--- src/qod_pkg.sv ---
// Constants, timing counts and carrier types for the quadrature output block.
// Assumes a single 125 MHz reference clock and a synchronous active-high reset.
package qod_pkg;

  // Clock and sample timing
  localparam int unsigned CLK_PERIOD_NS = 8;
  localparam int unsigned SAMPLE_PERIOD_NS = 100000;
  localparam int unsigned SAMPLE_CYCLES = SAMPLE_PERIOD_NS / CLK_PERIOD_NS;

  // Widths
  localparam int unsigned ANGLE_W = 8;
  localparam int unsigned ACC_W = 16;

  // Speed split and output decoding positions
  localparam logic [7:0] LOW_SPEED_STEPS = 8'h01;
  localparam logic [7:0] INDEX_POS = 8'h00;
  localparam int unsigned PHASE_HI_BIT = 1;
  localparam int unsigned PHASE_LO_BIT = 0;

  // Operating mode, one-hot
  typedef enum logic [1:0] {
    QOD_HOLD = 2'b01,
    QOD_RUN = 2'b10
  } qod_mode_t;

  // Field condition from the analog front end
  typedef struct packed {
    logic outOfRange;
    logic approach;
    logic recede;
  } qod_field_t;

  // Incremental output pins
  typedef struct packed {
    logic quadA;
    logic quadB;
    logic index;
  } qod_incr_t;

  // Whole state of the block
  typedef struct packed {
    qod_mode_t mode;
    logic csSeenLow;
    logic [ACC_W-1:0] sampleCnt;
    logic [ACC_W-1:0] accum;
    logic [ANGLE_W-1:0] rate;
    logic [ANGLE_W-1:0] pos;
    logic [ANGLE_W-1:0] target;
    logic [ANGLE_W-1:0] held;
    qod_incr_t incr;
    logic risingOe;
    logic fallingOe;
  } qod_state_t;

  localparam qod_state_t STATE_RESET = '{
    mode: QOD_HOLD,
    csSeenLow: 1'b0,
    sampleCnt: 16'h0000,
    accum: 16'h0000,
    rate: 8'h00,
    pos: 8'h00,
    target: 8'h00,
    held: 8'h00,
    incr: 3'h7,
    risingOe: 1'b0,
    fallingOe: 1'b0
  };

endpackage

--- src/qod_quadrature_out.sv ---
// Turns sampled magnet angles into A/B/index quadrature and field flags.
// Assumes angle and field inputs synchronous to ref_clk, valid every cycle;
// open-drain pins are resolved outside from the enable outputs.
module qod_quadrature_out #(
  parameter int unsigned SAMPLE_CYCLES = qod_pkg::SAMPLE_CYCLES
) (
  input wire logic ref_clk,
  input wire logic rst,
  input wire logic [qod_pkg::ANGLE_W-1:0] angleIn,
  input wire logic reverseDirectionBit,
  input wire logic chipSelectN,
  input wire logic offsetDone,
  input wire qod_pkg::qod_field_t fieldStatus,
  output qod_pkg::qod_incr_t incrOut,
  input wire logic fieldRisingFlagNIn,
  output logic fieldRisingFlagNOut,
  output logic fieldRisingFlagNOe,
  input wire logic fieldFallingFlagNIn,
  output logic fieldFallingFlagNOut,
  output logic fieldFallingFlagNOe
);

  qod_pkg::qod_state_t s_q;
  qod_pkg::qod_state_t s_d;
  logic sampleTick;
  logic [qod_pkg::ANGLE_W-1:0] angleEff;
  logic [qod_pkg::ANGLE_W-1:0] diffNow;
  logic [qod_pkg::ANGLE_W-1:0] absNow;
  logic [qod_pkg::ANGLE_W-1:0] diffHeld;
  logic [qod_pkg::ANGLE_W-1:0] absHeld;
  logic [qod_pkg::ANGLE_W-1:0] diffTarget;
  logic [qod_pkg::ACC_W:0] accSum;
  logic lowSpeed;

  // Magnitude of a wrapped two's-complement step count
  function automatic logic [qod_pkg::ANGLE_W-1:0] absSteps(
    input logic [qod_pkg::ANGLE_W-1:0] d
  );
    absSteps = d[qod_pkg::ANGLE_W-1] ? qod_pkg::ANGLE_W'(-d) : d;
  endfunction

  // Quadrature phase decode from a position; only legal in run mode
  function automatic qod_pkg::qod_incr_t decodeIncr(
    input logic [qod_pkg::ANGLE_W-1:0] p
  );
    decodeIncr.quadA = p[qod_pkg::PHASE_HI_BIT] ^ p[qod_pkg::PHASE_LO_BIT];
    decodeIncr.quadB = p[qod_pkg::PHASE_HI_BIT];
    decodeIncr.index = (p == qod_pkg::INDEX_POS);
  endfunction

  // Next-state logic for the whole block
  always_comb begin
    s_d = s_q;
    sampleTick = (s_q.sampleCnt == qod_pkg::ACC_W'(SAMPLE_CYCLES - 1));
    s_d.sampleCnt = sampleTick ? '0 : qod_pkg::ACC_W'(s_q.sampleCnt + 1'b1);

    angleEff = reverseDirectionBit ? qod_pkg::ANGLE_W'(-angleIn) : angleIn;

    diffNow = qod_pkg::ANGLE_W'(angleEff - s_q.pos);
    absNow = absSteps(diffNow);
    diffHeld = qod_pkg::ANGLE_W'(s_q.held - s_q.pos);
    absHeld = absSteps(diffHeld);
    diffTarget = qod_pkg::ANGLE_W'(s_q.target - s_q.pos);
    // Speed split on the fresh sample; steps still owed ride in target
    lowSpeed = (absNow <= qod_pkg::LOW_SPEED_STEPS);
    accSum = {1'b0, s_q.accum} + (qod_pkg::ACC_W + 1)'(s_q.rate);

    case (s_q.mode)
      qod_pkg::QOD_HOLD: begin
        // Track silently so the first run step starts from the true angle
        s_d.pos = angleEff;
        s_d.target = angleEff;
        s_d.held = angleEff;
        s_d.accum = '0;
        s_d.rate = '0;
        if (!chipSelectN) begin
          s_d.csSeenLow = 1'b1;
        end
        if ((s_q.csSeenLow || !chipSelectN) && offsetDone) begin
          s_d.mode = qod_pkg::QOD_RUN;
        end
      end
      qod_pkg::QOD_RUN: begin
        if (accSum >= (qod_pkg::ACC_W + 1)'(SAMPLE_CYCLES)) begin
          s_d.accum = qod_pkg::ACC_W'(accSum - (qod_pkg::ACC_W + 1)'(SAMPLE_CYCLES));
          if (diffTarget != '0) begin
            s_d.pos = diffTarget[qod_pkg::ANGLE_W-1] ?
              qod_pkg::ANGLE_W'(s_q.pos - 1'b1) : qod_pkg::ANGLE_W'(s_q.pos + 1'b1);
          end
        end else begin
          s_d.accum = qod_pkg::ACC_W'(accSum);
        end
        if (sampleTick) begin
          // Restart spreading so leftover fractions do not leak between periods
          s_d.accum = '0;
          if (lowSpeed) begin
            s_d.target = angleEff;
            s_d.held = angleEff;
            s_d.rate = absNow;
          end else begin
            s_d.target = s_q.held;
            s_d.held = angleEff;
            s_d.rate = absHeld;
          end
        end
      end
      default: begin
        s_d = qod_pkg::STATE_RESET;
      end
    endcase

    if (s_d.mode == qod_pkg::QOD_RUN) begin
      s_d.incr = decodeIncr(s_d.pos);
    end else begin
      s_d.incr = 3'h7;
    end

    // both flags when out of range
    s_d.risingOe = fieldStatus.outOfRange | fieldStatus.approach;
    s_d.fallingOe = fieldStatus.outOfRange | (fieldStatus.recede & ~fieldStatus.approach);
  end

  // State register; reset restores the power-up all-high state
  always_ff @(posedge ref_clk) begin
    if (rst) begin
      s_q <= qod_pkg::STATE_RESET;
    end else begin
      s_q <= s_d;
    end
  end

  // Pins straight from state; open drain only ever pulls low
  assign incrOut = s_q.incr;
  assign fieldRisingFlagNOe = s_q.risingOe;
  assign fieldFallingFlagNOe = s_q.fallingOe;
  assign fieldRisingFlagNOut = 1'b0;
  assign fieldFallingFlagNOut = 1'b0;

  // Helper: cycles since the previous sample tick
  logic [qod_pkg::ACC_W-1:0] tickGap;
  logic tickSeen;
  always_ff @(posedge ref_clk) begin
    if (rst) begin
      tickGap <= '0;
      tickSeen <= 1'b0;
    end else if (sampleTick) begin
      tickGap <= '0;
      tickSeen <= 1'b1;
    end else begin
      tickGap <= qod_pkg::ACC_W'(tickGap + 1'b1);
    end
  end
endmodule // qod_quadrature_out

--- config.mk ---
export PLATFORM = sky130hd
export DESIGN_NAME = qod_quadrature_out
export DESIGN_NICKNAME = d
export VERILOG_FILES = /design/src/qod_pkg.sv /design/src/qod_quadrature_out.sv
export SDC_FILE = /design/constraint.sdc
export NUM_CORES = 1
export LEC_CHECK = 0
export ABC_AREA = 0
export ABC_CLOCK_PERIOD_IN_PS = 4700
export BUFFER_PORTS_ARGS = -buffer_cell sky130_fd_sc_hd__buf_2
export CORE_UTILIZATION = 35
export CTS_BUF_LIST = sky130_fd_sc_hd__clkbuf_16
export CTS_CLUSTER_DIAMETER = 200
export CTS_CLUSTER_SIZE = 8
export DETAILED_ROUTE_END_ITERATION = 10
export PLACE_DENSITY = 0.57
export SYNTH_ARGS = -nofsm -noshare
export SYNTH_HDL_FRONTEND = slang
export SYNTH_SLANG_ARGS = --single-unit
--- constraint.sdc ---
create_clock -name ref_clk -period 4.7 [get_ports ref_clk]
set_input_delay 0.705 -clock ref_clk [delete_from_list [all_inputs] [get_ports ref_clk]]
set_output_delay 0.705 -clock ref_clk [all_outputs]
set_load 0.01 [all_outputs]
== Word level (Yosys, flattened, before mapping) ==
Cells that the tools add are included.
W data, S select, Z words.
Storage, ports and cells
  logic and storage cells: 64
  flip-flop bits (word level): 72
  input port bits: 18
Operators by class
  bitwise logic cells: 8
  $add $sub $neg: 11
  multiplexer cells: 15
  equal/unequal tests: 6
  reduce and logical (&&, ||, !) cells: 9
  order comparisons: 2
Operators by type and width (count)
  $pmux W48 S2: 1
  $mux W8: 7
  $mux W16: 3
  $mux W24: 1
  $neg A8 Y8: 3
  $sub A8 B8 Y8: 3
  $add A16 B8 Y17: 1
  $ge A17 B14 Y1 const B: 1
  $add A16 B1 Y16 const B: 1
  $eq A16 B14 Y1 const B: 1
  $sub A16 B14 Y16 const B: 1
  $add A8 B1 Y8 const B: 1
  $le A8 B1 Y1 const B: 1
  $logic_not A8 Y1: 1
  $reduce_bool A8 Y1: 1
  $sub A8 B1 Y8 const B: 1
  $pmux W3 S2: 1
  $eq A2 B2 Y1 const B: 2
  $ne A2 B2 Y1 const B: 2
  $not A1 Y1: 4
  $reduce_or A2 Y1: 2
  $reduce_or A3 Y1: 1
  $eq A2 B1 Y1 const B: 1
  $mux W2: 1
  8 further kinds: 9

== Depth between registers and ports, before layout ==
  depth in word-level cells: 10
  mapped depth: 18

== Least setup slack after synthesis ==
Ideal clock, no wire load.
  path type: register to register
  start point: register s_q[22] (netlist name)
  end point: register s_q (netlist bit incrOut[0])
  library setup time: 0.116 ns
  arrival time: 3.905 ns
  stages on the path, launching flop included: 19
  period minus slack after synthesis: 4.021 ns
  path slack: 0.679 ns
  cells stage by stage: dfxtp_1 inv_1 ha_1 nor2b_1 o2111ai_1 and3_1 o21a_1 nor2_1 ha_1 a21o_1 a21oi_1 o21bai_1 a2111oi_0 nor3_1 mux2_2 nand2_1 xnor2_1 a22oi_1 a41o_1
Between the ends
  cells in the longest elaborated chain, start to end: 6
  elaborated cells between the ends (all ways): 9
Ends and longest elaborated chain
  start, declared: line qod_quadrature_out.sv:23  | qod_pkg::qod_state_t s_q;
  start signal, assigned: line qod_quadrature_out.sv:126  | s_q <= qod_pkg::STATE_RESET;
  $sub A8 B8 Y8, or another cell as far along: line qod_quadrature_out.sv:63  | diffTarget = qod_pkg::ANGLE_W'(s_q.target - s_q.pos);
  $reduce_bool A8 Y1 / $mux W8 (equally long branches): line qod_quadrature_out.sv:86, qod_quadrature_out.sv:87
  $mux W8: line qod_quadrature_out.sv:86  | if (diffTarget != '0) begin
  $mux W8 (*): line qod_quadrature_out.sv:84  | if (accSum >= (qod_pkg::ACC_W + 1)'(SAMPLE_CYCLES)) begin
  $pmux W48 S2 (*): line qod_quadrature_out.sv:68  | case (s_q.mode)
  $logic_not A8 Y1 (*): line qod_quadrature_out.sv:48  | decodeIncr.index = (p == qod_pkg::INDEX_POS);
Every way passes the cells marked *; elsewhere a longest branch is shown, timed or not.
A chain may end at the register's enable or synchronous reset.

== Worst setup path in the final report ==
  start point: register s_q[24] (netlist name)
  end point: register s_q (netlist bit incrOut[0])
Same word-level chain as after synthesis.

==> results.yml <==
clocking:
  cts_tree: "yes"
  clkLatencyLatePin_ns: 0.34
  cts.htree.levels: 3
  ctsLongestPathBuffers: 2
  clk_pin_slew_ns: 0.06
  cts_hold_buf: 0
  cts_setup_buffers: 0
  cts_root_buf: "clkbuf_16"
  clock-sinks: 72
  numCtsBuffers: 9
  post_cts_resized: 0
timing:
  fin_skew_ns: 0.006195
  period_needed_ns: 4.400
  slew_headroom_pct: 47.84
  setup_violations: 0
  final_hold_viol_count: 0
  rsz0062_at_grt: "no"
  finalCritPeriodShare_pct: 93.61
  fmax_mhz: 227.3
  setup_tns_ns: 0
  tightestPinTransition_ns: 0.7768
  slew_violations: 0
logic_synthesis:
  synth_common_cells: "86 x nor2_1, 72 x dfxtp_1, 51 x nand2_1"
  synth_top_cell_area_share_pct: 25.92
  synth.area.top_cells: "dfxtp_1 26%, ha_1 10%, xnor2_1 5.8%, nor2_1 5.8%, xor2_1 4.3%"
  netlist_area_um2: 5562
  synth_most_common_cell: "nor2_1"
  ys_seq_area_share_pct: 25.92
  ys_ff_latch: 72
  async_flop_share_pct: 0
  synth-main-ff-cell: "dfxtp_1"
  syn_area_per_cell_um2: 8.227
  synth_top_area_cell: "dfxtp_1"
  synthDistinctLibCells: 88
  yosysWarnings: 0
  synth_edf_count: 0
  postSynthCellCount: 676
power_and_ir_drop:
  powerDensity_nw_per_um2: 604.9
  comb_power_share_pct: 60.5
  p_seq_share_pct: 20.2
  leakage_uw: 0.002565
  irDropWorstVdd_mv: 0.3397
  p_int_uw: 2100
  p_sw_uw: 1696
  clock_power_share_pct: 19.3
  switching_share_pct: 44.68
global_routing:
  grt_pass1_vias: 4764
  grt_use_met2_pct: 28.87
  top_usage_layer: "met2"
  grt_usage_pct: 17.95
  grt-ovfl-total: 0
  grt_max_degree: 19
  grt_pass1_wl_um: 23340
  antenna_found_initial: 0
  groute.layer.met3.usage_pct: 2.755
  grtUsageMet1_pct: 24.59
flow_run:
  cap_violations: 0
cells_and_area:
  syn2layout_area_growth_pct: 12.82
  insertedDiodeCount: 0
  finalInstanceArea_um2: 6275
  drive_above_1_share_pct: 12.54
  finalNetCount: 772
  fin_cells: 921
  final_core_util_pct: 40.82
routing:
  postRouteAntennaNets: 0
  wl_per_cell_um: 15.44
  drc_errors: 0
  first_pass_iters: 6
  finalWirelength_um: 14220
  drt_iter0_drc: 358
  vias: 4967
  routed_via_density: 5.393
setup_path:
  crit_type: "register to register"
  crit_slowest_cell: "a2111oi_0"
  required_ns: 4.93
  cp-end-kind: "register"
  crit_arrival_ns: 4.63
  cp_common_cell: "ha_1"
  critPathTopFamily: "compound AO/OA/AOI/OAI gates"
  path_cells: "inv_1 -> ha_1 -> and2_1 -> o21ai_0 -> and3_1 -> o21a_1 -> nor2_1 -> ha_1 -> a21o_1 -> a21oi_1 -> o21bai_1 -> a2111oi_0 -> nor3_1 -> mux2_2 -> nand2_1 -> xnor2_1 -> a22oi_1 -> a41o_1"
  crit_fanout: 5
  max_stage_delay_ns: 0.46
  cp-start-kind: "register"
  crit_buf_inv: 1
floorplan:
  die_y_um: 128.1
  initial_core_util_pct: 36.18
  coreArea_um2: 15370
  floorplan.die.width_um: 128.1
  rows: 45
  ios: 25
  die_area_um2: 16400
place:
  hpwl_um: 11060
  place_area_um2: 5962
  port_buffers: 20
  gp_congestion: 0.8246
  dp_cells: 905
outcome:
  status: "complete, no violations"
hold_path:
  hp-class: "register to register"
[path summary, 6_finish.rpt]
kind | start | end | slack (ns) | cells past startpoint
hold reg to reg | s_q[32] | s_q[32] | 0.46 | 2
setup / recovery | s_q[24] | incrOut[0] | 0.30 | 18
hold / removal | s_q[32] | s_q[32] | 0.46 | 2
setup reg to reg | s_q[24] | incrOut[0] | 0.30 | 18
[state kept, by name (all words and copies together), names as in the netlist]
register and flops:
fieldFallingFlagNOe 1, incrOut 3, fieldRisingFlagNOe 1, s_q 67
[power by group through the flow]
stage / registers, uW / clock network [uW] / logic, uW
finish: 768 / 732 / 2290
global route: 777 / 764 / 2550
CTS: 766 / 743 / 2280
detailed placement: 779 / 0 / 2260
global placement: 777 / 0 / 2190
floorplan: 760 / 0 / 1710
[per-layer routing]
| layer | up-vias | share of wire, % | routed length (um) |
|---|---|---|---|
| met3 | 20 | 5.0 | 711 |
| li1 | 2481 | - | - |
| met1 | 2336 | 49 | 6987 |
| met5 | - | 0 | 0 |
| met4 | 0 | 1.8 | 263 |
| met2 | 130 | 44 | 6257 |
[worst reg2reg max path, delay by kind of cell (launching register included)]
kind                     cells  cell delay, ns
AO/OA/AOI/OAI                8            1.66
AND/OR/NAND/NOR              5            1.00
flip-flops                   1            0.37
adder cells (fa/ha/maj)      2            0.73
buffers and inverters        1            0.14
XOR/XNOR                     1            0.11
multiplexers                 1            0.29
[per-stage QoR]
stage	hold WS (ns)	power, uW	setup slack (ns)
2_1_floorplan	0.4261	2471	0.6789
3_3_place_gp	0.4489	2970	0.2166
3_5_place_dp	0.4543	3043	0.1837
4_1_cts	0.4626	3789	0.3307
5_1_grt	0.4774	4093	0.03160
6_report	0.4576	3795	0.3005
[cell type report]
class	instances	area (um^2)
clock buffers	9	225.2
clock inverters	7	87.58
fillers	1530	9096
inverters	36	135.1
multi-input cells	544	3856
flip-flops and latches	72	1441
well taps	211	264.0
repair buffers	42	265.3
[cells by family after synthesis]
kind of cell	Yosys count	share of synthesized area (%)
buf+inv	61	4.814
flops	72	25.92
simple gates	257	22.95
compound gates	160	22.09
fa+ha+maj	49	11.56
xor+xnor	66	10.66
other cells	1	0.06743
mux	10	1.935
[cells in the final DEF, fill, tap and decap left out, drive strengths merged, types with 4 or more instances in the layout]
master / netlist / final
inv: 35 / 36
nand3: 22 / 22
a22oi: 20 / 20
and3: 14 / 14
a21oi: 23 / 23
and2: 6 / 6
o31ai: 16 / 16
xnor2: 39 / 39
o21a: 7 / 7
a211oi: 4 / 4
xor2: 27 / 27
ha: 45 / 45
nor2b: 9 / 9
a21o: 7 / 7
or2: 7 / 7
nor3: 19 / 19
clkinv: 1 / 4
dfxtp: 72 / 72
o21ai: 21 / 21
mux2i: 7 / 7
o21bai: 4 / 4
clkbuf: 14 / 9
a31oi: 12 / 12
fa: 4 / 4
nand2b: 10 / 10
nor4: 14 / 14
o211ai: 7 / 7
a21boi: 5 / 5
nand2: 51 / 51
buf: 11 / 42
nor2: 86 / 86
Power figures use the tool's default switching activity.
